==> src/design/brmc_pkg.sv <==
package brmc_pkg;
   // operating mode field encoding (3 bits)
   localparam logic [2:0] MODE_OFF = 3'h4;
   localparam logic [2:0] MODE_PFM = 3'h5;
   localparam logic [2:0] MODE_APS = 3'h6;
   localparam logic [2:0] MODE_PWM = 3'h7;
   localparam logic [2:0] MODE_RESET = 3'h4;
   // voltage code
   localparam int CODE_W = 7;
   localparam logic [6:0] CODE_RESET = 7'h7F;
   localparam logic [6:0] CODE_ZERO = 7'h00;
   // code bus target select values
   localparam logic [1:0] SEL_NONE = 2'h0;
   localparam logic [1:0] SEL_CORE = 2'h1;
   localparam logic [1:0] SEL_GFX = 2'h2;
   // reference range and step, in microvolts
   localparam int VMIN_UV = 300000;
   localparam int VMAX_UV = 1200000;
   localparam int STEP_UV = 12500;
   // slew: 25 mV per microsecond, one 12.5 mV step per half microsecond
   localparam int SLEW_MV_PER_US = 25;
   localparam int CLK_MHZ = 100;
   localparam int STEP_TIME_NS = (STEP_UV * 1000) / (SLEW_MV_PER_US * 1000);
   localparam int STEP_CYCLES = (STEP_TIME_NS * CLK_MHZ) / 1000;
   localparam logic [15:0] STEP_CNT_MAX = 16'(STEP_CYCLES - 1);
   // test unlock key sequence, arbitrary values
   localparam logic [7:0] KEY_A = 8'hA5;
   localparam logic [7:0] KEY_B = 8'h5A;
   // adc sample width
   localparam int ADC_W = 10;
   typedef enum logic [1:0] {TK_IDLE, TK_ONE, TK_OPEN} brmc_tkey_t;
endpackage

==> src/design/brmc_slew.sv <==
`timescale 1ns/100ps
// reference ramp: walks one code step per slew interval toward target
module brmc_slew (
   input wire logic clk_in,                 // system clock
   input wire logic rst_n_in,               // async reset, active low
   input wire logic [6:0] target_in,        // requested code
   input wire logic zero_in,                // drive ramp toward zero code
   output logic [6:0] ref_out,              // present reference code
   output logic settled_out                 // reference equals target, or zero code while zero_in
);
   logic [15:0] cnt_r;
   logic [6:0] ref_r;
   logic [6:0] goal;

   assign goal = zero_in ? brmc_pkg::CODE_ZERO : target_in;

   // -----------------------------------------------------------------
   // step timer: one enable per step interval
   // -----------------------------------------------------------------
   always_ff @(posedge clk_in or negedge rst_n_in) begin
      if (!rst_n_in) begin
         cnt_r <= 16'h0000;
      end else if (ref_r == goal || cnt_r == brmc_pkg::STEP_CNT_MAX) begin
         cnt_r <= 16'h0000;
      end else begin
         cnt_r <= cnt_r + 16'h0001;
      end
   end

   // one step per interval keeps the ramp at the fixed slew
   always_ff @(posedge clk_in or negedge rst_n_in) begin
      if (!rst_n_in) begin
         ref_r <= brmc_pkg::CODE_ZERO;
      end else if (cnt_r == brmc_pkg::STEP_CNT_MAX) begin
         if (ref_r < goal) begin
            ref_r <= ref_r + 7'h01;
         end else if (ref_r > goal) begin
            ref_r <= ref_r - 7'h01;
         end
      end
   end

   assign ref_out = ref_r;
   assign settled_out = (ref_r == goal);
endmodule

==> src/design/brmc_top.sv <==
`timescale 1ns/100ps
//
// Overview of operation
// mode off stops switching and discharges the output.
// pfm mode keeps regulator on, always pulse frequency modulation.
// auto skip keeps regulator on, load picks skipping or full pwm.
// pwm mode keeps regulator on in full pwm regardless of load.
// test/trim entry only after a deliberate two-key unlock sequence.
// 7-bit code from pins sets the regulator target.
// target spans 0.3 to 1.2 V in 12.5 mV code steps.
// code sampled continuously into hidden holding registers.
// core rail accepts code only while its select grants the bus.
// reference ramps to new target at 25 mV per microsecond.
// controller selects pfm, auto skip or pwm switching mode.
// any shutdown of the regulator discharges the output.
// sensed load current converted and held in a readable register.
// over-current limits cycle by cycle and raises the rail fault.
// rail fault asserts the shared regulator fault interrupt.
// shared 7-bit code bus, two selects pick core or graphics.
// cpu loads graphics code by driving selects to 10.
// cpu passes through 00 between 10 and 01.
// override bit picks pin code or controller-written code field.
// mode field: 4 off, 5 pfm, 6 auto skip, 7 pwm; 0-3 reserved.
// fault interrupt stays asserted until software acknowledges it.
//
module brmc_top (
   input wire logic clk_in,                  // 100 MHz clock
   input wire logic rst_n_in,                // async reset, active low
   input wire logic [6:0] voltage_code_in,   // shared code bus pins
   input wire logic [1:0] code_target_select_in, // bus select pins
   input wire logic [2:0] core_mode_field_in,  // mode from controller
   input wire logic [6:0] core_code_field_in,  // code from controller
   input wire logic core_code_override_in,   // 1: use controller code
   input wire logic [7:0] test_key_in,       // test unlock key value
   input wire logic test_key_wr_in,          // key write strobe
   input wire logic over_current_in,         // comparator, async pin
   input wire logic load_ok_in,              // light load, async pin
   input wire logic [9:0] adc_data_in,       // current-sense adc word
   input wire logic adc_valid_in,            // adc word valid strobe
   input wire logic fault_ack_in,            // software fault clear
   output logic switch_en_out,               // gate drive enable
   output logic pfm_sel_out,                 // run pulse frequency mode
   output logic skip_sel_out,                // pulse skipping active
   output logic discharge_out,               // output discharge switch
   output logic current_limit_out,           // cycle limit active
   output logic test_mode_out,               // test/trim mode active
   output logic [6:0] ref_code_out,          // reference dac code
   output logic [6:0] target_code_out,       // latched target code
   output logic ref_settled_out,             // ramp reached target (zero code in off mode)
   output logic [9:0] load_current_out,      // held current reading
   output logic core_rail_fault_out,         // rail fault level
   output logic regulator_fault_irq_out      // sticky fault interrupt
);
   logic [6:0] vc_s1_r;
   logic [6:0] vc_s2_r;
   logic [1:0] sel_s1_r;
   logic [1:0] sel_s2_r;
   logic [1:0] oc_s_r;
   logic [1:0] ld_s_r;
   logic [6:0] pin_hold_r;
   logic [6:0] target_r;
   logic [2:0] mode_r;
   brmc_pkg::brmc_tkey_t tkey_r;
   logic test_r;
   logic [9:0] cur_r;
   logic fault_r;
   logic irq_r;
   logic sw_r, pfm_r, skip_r, dis_r, lim_r;
   logic [6:0] ref_code;
   logic settled;
   logic settled_r;
   logic mode_off;
   logic valid_mode;

   function automatic logic mode_is_legal(input logic [2:0] m);
      mode_is_legal = (m == brmc_pkg::MODE_OFF) ||
         (m == brmc_pkg::MODE_PFM) || (m == brmc_pkg::MODE_APS) ||
         (m == brmc_pkg::MODE_PWM);
   endfunction

   // -----------------------------------------------------------------
   // pin synchronisers
   // -----------------------------------------------------------------
   // two flops per pin; bus skew may still give one bad sample, which
   // the continuous resampling overwrites next cycle
   always_ff @(posedge clk_in or negedge rst_n_in) begin
      if (!rst_n_in) begin
         vc_s1_r <= brmc_pkg::CODE_ZERO;
         vc_s2_r <= brmc_pkg::CODE_ZERO;
         sel_s1_r <= brmc_pkg::SEL_NONE;
         sel_s2_r <= brmc_pkg::SEL_NONE;
         oc_s_r <= 2'h0;
         ld_s_r <= 2'h0;
      end else begin
         vc_s1_r <= voltage_code_in;
         vc_s2_r <= vc_s1_r;
         sel_s1_r <= code_target_select_in;
         sel_s2_r <= sel_s1_r;
         oc_s_r <= {oc_s_r[0], over_current_in};
         ld_s_r <= {ld_s_r[0], load_ok_in};
      end
   end

   // -----------------------------------------------------------------
   // code capture
   // -----------------------------------------------------------------
   // hidden holding register, loaded every cycle the core select
   // grants the bus; graphics select (10) leaves it alone
   always_ff @(posedge clk_in or negedge rst_n_in) begin
      if (!rst_n_in) begin
         pin_hold_r <= brmc_pkg::CODE_RESET;
      end else if (sel_s2_r == brmc_pkg::SEL_CORE) begin
         pin_hold_r <= vc_s2_r;
      end
   end

   // target follows pins or the controller field; one code step is one
   // 12.5 mV dac step inside the 0.3 to 1.2 V span
   always_ff @(posedge clk_in or negedge rst_n_in) begin
      if (!rst_n_in) begin
         target_r <= brmc_pkg::CODE_RESET;
      end else if (core_code_override_in) begin
         target_r <= core_code_field_in;
      end else begin
         target_r <= pin_hold_r;
      end
   end

   // -----------------------------------------------------------------
   // mode register
   // -----------------------------------------------------------------
   // reserved codes are ignored so a stray write cannot kill the rail
   assign valid_mode = mode_is_legal(core_mode_field_in);
   always_ff @(posedge clk_in or negedge rst_n_in) begin
      if (!rst_n_in) begin
         mode_r <= brmc_pkg::MODE_RESET;
      end else if (valid_mode) begin
         mode_r <= core_mode_field_in;
      end
   end
   assign mode_off = (mode_r == brmc_pkg::MODE_OFF);

   // -----------------------------------------------------------------
   // test/trim unlock
   // -----------------------------------------------------------------
   // two matching keys in a row open it; any further key write closes it
   always_ff @(posedge clk_in or negedge rst_n_in) begin
      if (!rst_n_in) begin
         tkey_r <= brmc_pkg::TK_IDLE;
      end else if (test_key_wr_in) begin
         unique case (tkey_r)
            brmc_pkg::TK_IDLE: begin
               tkey_r <= (test_key_in == brmc_pkg::KEY_A) ?
                  brmc_pkg::TK_ONE : brmc_pkg::TK_IDLE;
            end
            brmc_pkg::TK_ONE: begin
               tkey_r <= (test_key_in == brmc_pkg::KEY_B) ?
                  brmc_pkg::TK_OPEN : brmc_pkg::TK_IDLE;
            end
            brmc_pkg::TK_OPEN: begin
               tkey_r <= brmc_pkg::TK_IDLE;
            end
         endcase
      end
   end
   always_ff @(posedge clk_in or negedge rst_n_in) begin
      if (!rst_n_in) begin
         test_r <= 1'b0;
      end else begin
         test_r <= (tkey_r == brmc_pkg::TK_OPEN);
      end
   end

   // -----------------------------------------------------------------
   // reference ramp
   // -----------------------------------------------------------------
   brmc_slew u_slew (
      .clk_in(clk_in),
      .rst_n_in(rst_n_in),
      .target_in(target_r),
      .zero_in(mode_off),
      .ref_out(ref_code),
      .settled_out(settled)
   );

   // settle flag re-timed so the pin comes from a flop; it lags the
   // compare by one cycle, which a poller only sees as a short delay
   always_ff @(posedge clk_in or negedge rst_n_in) begin
      if (!rst_n_in) begin
         settled_r <= 1'b1;
      end else begin
         settled_r <= settled;
      end
   end

   // -----------------------------------------------------------------
   // switching control
   // -----------------------------------------------------------------
   always_ff @(posedge clk_in or negedge rst_n_in) begin
      if (!rst_n_in) begin
         sw_r <= 1'b0;
         pfm_r <= 1'b0;
         skip_r <= 1'b0;
         dis_r <= 1'b1;
      end else begin
         sw_r <= !mode_off;
         dis_r <= mode_off;
         pfm_r <= (mode_r == brmc_pkg::MODE_PFM);
         // auto mode skips only while load is light; pwm never
         skip_r <= (mode_r == brmc_pkg::MODE_APS) && ld_s_r[1];
      end
   end

   // -----------------------------------------------------------------
   // current reading and fault
   // -----------------------------------------------------------------
   always_ff @(posedge clk_in or negedge rst_n_in) begin
      if (!rst_n_in) begin
         cur_r <= 10'h000;
      end else if (adc_valid_in) begin
         cur_r <= adc_data_in;
      end
   end
   always_ff @(posedge clk_in or negedge rst_n_in) begin
      if (!rst_n_in) begin
         lim_r <= 1'b0;
         fault_r <= 1'b0;
      end else begin
         lim_r <= oc_s_r[1] && !mode_off;
         fault_r <= oc_s_r[1] && !mode_off;
      end
   end
   // sticky irq: a new fault wins over a same-cycle ack
   always_ff @(posedge clk_in or negedge rst_n_in) begin
      if (!rst_n_in) begin
         irq_r <= 1'b0;
      end else if (fault_r) begin
         irq_r <= 1'b1;
      end else if (fault_ack_in) begin
         irq_r <= 1'b0;
      end
   end

   // -----------------------------------------------------------------
   // outputs
   // -----------------------------------------------------------------
   assign switch_en_out = sw_r;
   assign pfm_sel_out = pfm_r;
   assign skip_sel_out = skip_r;
   assign discharge_out = dis_r;
   assign current_limit_out = lim_r;
   assign test_mode_out = test_r;
   assign ref_code_out = ref_code;
   assign target_code_out = target_r;
   assign ref_settled_out = settled_r;
   assign load_current_out = cur_r;
   assign core_rail_fault_out = fault_r;
   assign regulator_fault_irq_out = irq_r;
endmodule

==> config.mk <==
export PLATFORM = sky130hd
export DESIGN_NAME = brmc_top
export DESIGN_NICKNAME = d
export VERILOG_FILES = /design/src/design/brmc_pkg.sv /design/src/design/brmc_slew.sv /design/src/design/brmc_top.sv
export SDC_FILE = /design/constraint.sdc
export NUM_CORES = 1
export LEC_CHECK = 0
export BUFFER_PORTS_ARGS = -buffer_cell sky130_fd_sc_hd__buf_4
export CORE_ASPECT_RATIO = 0.6
export CORE_UTILIZATION = 53
export CTS_CLUSTER_SIZE = 30
export DETAILED_ROUTE_END_ITERATION = 7
export GPL_TIMING_DRIVEN = 0
export PLACE_DENSITY = 0.79
export SKIP_LAST_GASP = 1
export SYNTH_ARGS = -nofsm -noshare
export SYNTH_HDL_FRONTEND = slang
export SYNTH_SLANG_ARGS = --single-unit
export TNS_END_PERCENT = 30
==> constraint.sdc <==
create_clock -name clk_in -period 3.7 [get_ports clk_in]
set_input_delay 0.185 -clock clk_in [delete_from_list [all_inputs] [get_ports clk_in]]
set_output_delay 0.185 -clock clk_in [all_outputs]
set_load 0.01 [all_outputs]
Yosys cells after proc, flatten, opt, wreduce, memory -nomap -nowiden:

Index checks and enable logic that the tools add are counted.

* logic and storage cells: 61
* flip-flop bits (word level): 82

* magnitude comparators: 2
* eq/ne operators: 14
* $add $sub $neg: 3
* reduce and logical (&&, ||, !) cells: 11
* multiplexer cells: 10

Operators by type and width (count)
* $mux 7: 4
* $eq 3x3->1 const B: 7
* $add 16x1->16 const B: 1
* $eq 16x6->1 const B: 1
* $mux 16: 1
* $eq 8x7->1 const B: 1
* $eq 8x8->1 const B: 1
* $add 7x1->7 const B: 1
* $eq 7x7->1: 1
* $gt 7x7->1: 1
* $lt 7x7->1: 1
* $sub 7x1->7 const B: 1
* $pmux 2 s3: 1
* $eq 2x1->1 const B: 2
* $logic_or 1x1->1: 4
* $reduce_bool 2->1: 2
* $mux 1: 3
* $eq 2x2->1 const B: 1
* $logic_and 1x1->1: 2
* $logic_not 2->1: 1
* $mux 2: 1
* $reduce_and 2->1: 1
* $logic_not 1->1: 1

Longest topological paths before layout:

* word-level depth: 5
* depth in mapped cells: 14

Hierarchy:

From an unflattened synthesis, not the netlist that was laid out.

* cells, all modules: 259
* area, all modules: 3412.0 um^2

Modules (own cells, without submodules)
* brmc_top: seq. area each 1497.7 um^2, area each 1976.9 um^2, cells each 110, instances 1
* brmc_slew: seq. area each 575.6 um^2, area each 1435.1 um^2, cells each 149, instances 1

Least setup slack after synthesis:

No wires, ideal clock.

* kind: register to register
* start: register mode_r[2]
* end: register u_slew.ref_r[6], in the netlist u_slew.ref_out[6]
* library setup time: 0.079 ns
* stages on the path, launching flop included: 15
* arrival time: 3.176 ns
* buffers on the path: 1
* slack: 0.444 ns
* cell sequence: dfstp_2 -> or3b_2 -> clkbuf_1 -> nand2_1 -> ha_1 -> a21oi_1 -> o21ai_0 -> a21o_1 -> fa_1 -> a211oi_2 -> o21bai_1 -> a21oi_1 -> nand3_1 -> a21oi_1 -> xor2_1

* cells in the longest elaborated chain, start to end: 5
* elaborated cells between the ends (all ways): 7

RTL lines
* from (decl): line brmc_top.sv:62 `logic [2:0] mode_r;`
* from (signal assigned): line brmc_top.sv:136 `mode_r <= brmc_pkg::MODE_RESET;`
* from (signal assigned): line brmc_top.sv:138 `mode_r <= core_mode_field_in;`
* $eq 3x3->1 (*): line brmc_top.sv:141 `assign mode_off = (mode_r == brmc_pkg::MODE_OFF);`
* $mux 7 (*): line brmc_slew.sv:15 `assign goal = zero_in ? brmc_pkg::CODE_ZERO : target_in;`
* $gt 7x7->1 / $lt 7x7->1 (equally long branches): line brmc_slew.sv:37, brmc_slew.sv:35
* $reduce_bool 2->1 (no line)
* $reduce_and 2->1 (no line)
* to (signal assigned): line brmc_slew.sv:33 `ref_r <= brmc_pkg::CODE_ZERO;`
* to (signal assigned): line brmc_slew.sv:36 `ref_r <= ref_r + 7'h01;`
* to (signal assigned): line brmc_slew.sv:38 `ref_r <= ref_r - 7'h01;`
* to (decl): line brmc_slew.sv:12 `logic [6:0] ref_r;`

Mark *: on every way between the ends. The rest lies on a longest branch, timed or not.
A chain may end at the register's enable or synchronous reset.

Worst setup path in the final report:

Ends and elaborated chain as after synthesis.

==> run_results.csv <==
group,metric,value,unit
status,status,"finished, violations left",
status,violations,"negative hold slack",
finish,mostFrequentLayoutCells,"76 x buf_4, 65 x dfrtp_1, 26 x mux2_2",
timing,setup_viol,0,
finish,final_common_cell,"buf_4",
clock_network,clock_latency,0.34,ns
floorplan,die_w,105,um
hold_path,holdCritPathClass,"in -> async",
synth,async_flop_share,1.00,
global_route,grt_pass1_vias,2269,
global_route,grt_max_degree,83,
timing,fin_crit_sh,0.917,
route,post_drt_wl_per_cell,13.8,um
finish,area_delta_synth_final,29.4,%
worst_setup_path,r2r_cells,13,
job,drv_cap,0,
worst_setup_path,crit_buf_inv,0,
clock_network,post-cts-setup-buffers,0,
synth,synth.area.top_cells,"dfrtp_1 48%, dfstp_2 13%, mux2_2 8.6%",
synth,synth_top_area_cell,"dfrtp_1",
timing,clock.fmax,295,MHz
clock_network,cts_root_buf,"clkbuf_8",
timing,tightest_slew,1.00,ns
power,leakage,2.09,nW
finish,final_layout_size_suffix_gt1_frac,0.395,
floorplan,core_area,6140,sq um
synth,syn-cell-area,3390,sq um
timing,slew_headroom,0.333,
synth,syn_avg_cell_area,13.0,sq um
worst_setup_path,r2r_end,"u_slew.ref_out[6]$_DFFE_PN0P_",
worst_setup_path,arrival,3.66,ns
power,ir_drop,0.321,mV
place,place.gp.congestion,0.779,
worst_setup_path,required,3.97,ns
synth,synth_fp_nets,323,
synth,ys_seq_elements,82,
timing,fin_tns_setup,0,ns
worst_setup_path,cpPeakStageDelay,0.55,ns
clock_network,h-tree-depth,3,
power,powerDensity,491,nW/um^2
worst_setup_path,cpMaxStageDelayCell,"dfstp_2",
clock_network,cts.sinks,82,
synth,synth_cell_types,40,
timing,min_period,3.39,ns
worst_setup_path,path_class,"reg -> reg",
floorplan,fp-row-count,22,
finish,diodes,0,
synth,netlist_instances,261,
worst_setup_path,worstPathCellList,"or3b_4, nand2_1, ha_1, a21oi_1, o21ai_0, a21o_1, fa_1, a211oi_2, o21bai_1, a21oi_1, nand3_1, a21oi_1, xor2_1",
floorplan,start_util,0.553,
clock_network,clk_pin_slew,0.08,ns
global_route,grt_overflow,0,
timing,finalHoldViolCount,8,
global_route,grt_use_total,0.210,
worst_setup_path,endpoint_kind,"flop",
route,viasPerCell,4.98,
route,dr_total_vias,2220,
synth,ys.warnings.count,0,
floorplan,io-pin-count,78,
timing,fin_skew,0.00656,ns
timing,rsz0062_at_grt,"false",
finish,fin_area,4390,sq um
place,io_buffers,75,
route,wl,6.17,mm
floorplan,fp.dieH,64.0,um
place,hpwl,4.35,mm
synth,synth_edf_count,0,
route,dr.pass1.iters,4,
global_route,antenna_found_initial,0,
synth,synthFlopType,"dfrtp_1",
timing,drv_slew,0,
worst_setup_path,worst_setup_path_start_kind,"flop",
clock_network,tritoncts,"yes",
clock_network,cts_buffer_depth,2,
clock_network,cts-buffers-inserted,9,
global_route,grt_pass1_wl,10.7,mm
worst_setup_path,cpMostUsedCell,"a21oi_1",
synth,synth_top_area_share,0.479,
power,total_power,2.15,mW
worst_setup_path,crit_family,"compound AO/OA/AOI/OAI gates",
place,postPlaceCellArea,4060,sq um
synth,synth_seq_area_share,0.611,
route,drc,0,
route,ant_nets,0,
finish,layout.nets,419,
timing,holdWs,-0.0180,ns
route,drtIter0Drc,48,
worst_setup_path,r2r_slack,0.31,ns
worst_setup_path,rr_startpoint,"mode_r[2]$_DFFE_PN1P_",
worst_setup_path,path_max_fanout,10,
floorplan,die-area,6740,sq um
[layout make-up]
type,count,area [sq um]
tap,84,105
buffer,5,23.8
inverter,8,30.0
sequential,82,2070
clock buffer,10,128
multi-input combinational,165,1260
fill,437,1750
timing repair buffer,86,673
clock inverter,6,91.3
[timing repair]
item,4_1_cts,5_1_grt
endpoints found under the hold margin,11,0
setup endpoints to repair,0,2
gates resized for setup,0,1
hold buffers,11,0
[cells in the mapped netlist, types with 3 or more instances]
cell,count
a21oi_1,8
mux2_2,26
nand4_1,4
dfstp_2,17
inv_1,8
o21ai_0,9
nor2_1,22
clkbuf_1,4
ha_1,16
nand2_1,20
dfrtp_1,65
nand3_1,7
xnor2_1,7
a21o_1,3
xor2_1,12
[layer usage]
metal / wire (um) / vias to the layer above / track usage
li1: - / 1085 / -
met1: 2990 / 1081 / 0.285
met2: 2890 / 52 / 0.331
met3: 286 / 2 / 0.0673
met4: 12 / 0 / 0.0528
met5: 0 / - / 0
[flip-flops by register name, summed over array words and instances, names as in the netlist]
signal                   flops
pin_hold_r                   7
core_rail_fault_out          1
switch_en_out                1
ref_settled_out              1
discharge_out                1
vc_s2_r                      7
u_slew.ref_out               7
target_code_out              7
sel_s2_r                     2
skip_sel_out                 1
pfm_sel_out                  1
vc_s1_r                      7
ld_s_r                       2
load_current_out            10
oc_s_r                       2
test_mode_out                1
mode_r                       3
sel_s1_r                     2
regulator_fault_irq_out      1
u_slew.cnt_r                16
tkey_r                       2
[worst reg2reg max path, stage by stage, from the launching register on]
cell and delay, ns:
dfstp_2 0.55, or3b_4 0.45, nand2_1 0.10, ha_1 0.23, a21oi_1 0.14, o21ai_0 0.12
a21o_1 0.28, fa_1 0.48, a211oi_2 0.23, o21bai_1 0.10, a21oi_1 0.21, nand3_1 0.10
a21oi_1 0.18, xor2_1 0.15
[cell families (layout without fill, tap and decap cells)]
logic type,Yosys count,after routing,share of synthesized area
flip-flops,82,82,0.611
AND/OR/NAND/NOR,77,77,0.120
multiplexers,27,27,0.0907
AO/OA/AOI/OAI,25,25,0.0472
XOR/XNOR,19,19,0.0490
adder cells (fa/ha/maj),17,17,0.0649
buffers and inverters,14,115,0.0170
[stage by stage]
step / util / std cells / setup WS [ns]
after global routing: 0.715 / 446 / 0.102
after detailed placement: 0.662 / 420 / 0.0799
final: 0.715 / 446 / 0.308
after CTS: 0.715 / 447 / 0.0535
after global placement: 0.662 / 420 / 0.144
after floorplan: - / 261 / 0.444
[worst max path at each step]
| stage | cells past startpoint | to | slack (ns) | startpoint |
|---|---|---|---|---|
| finish | 13 | u_slew.ref_out[6]$_DFFE_PN0P_ | 0.31 | mode_r[2]$_DFFE_PN1P_ |
| global route | 13 | u_slew.ref_out[6]$_DFFE_PN0P_ | 0.10 | mode_r[2]$_DFFE_PN1P_ |
| CTS | 14 | u_slew.ref_out[6]$_DFFE_PN0P_ | 0.05 | mode_r[2]$_DFFE_PN1P_ |
| detailed placement | 14 | u_slew.ref_out[6]$_DFFE_PN0P_ | 0.08 | mode_r[2]$_DFFE_PN1P_ |
| global placement | 14 | u_slew.ref_out[6]$_DFFE_PN0P_ | 0.14 | mode_r[2]$_DFFE_PN1P_ |
| floorplan | 14 | u_slew.ref_out[6]$_DFFE_PN0P_ | 0.44 | mode_r[2]$_DFFE_PN1P_ |
[report_power, final]
part,internal (mW),switching (mW)
registers,1.01,0.0773
clock network,0.382,0.314
logic,0.197,0.177
Power figures use the tool's default switching activity.
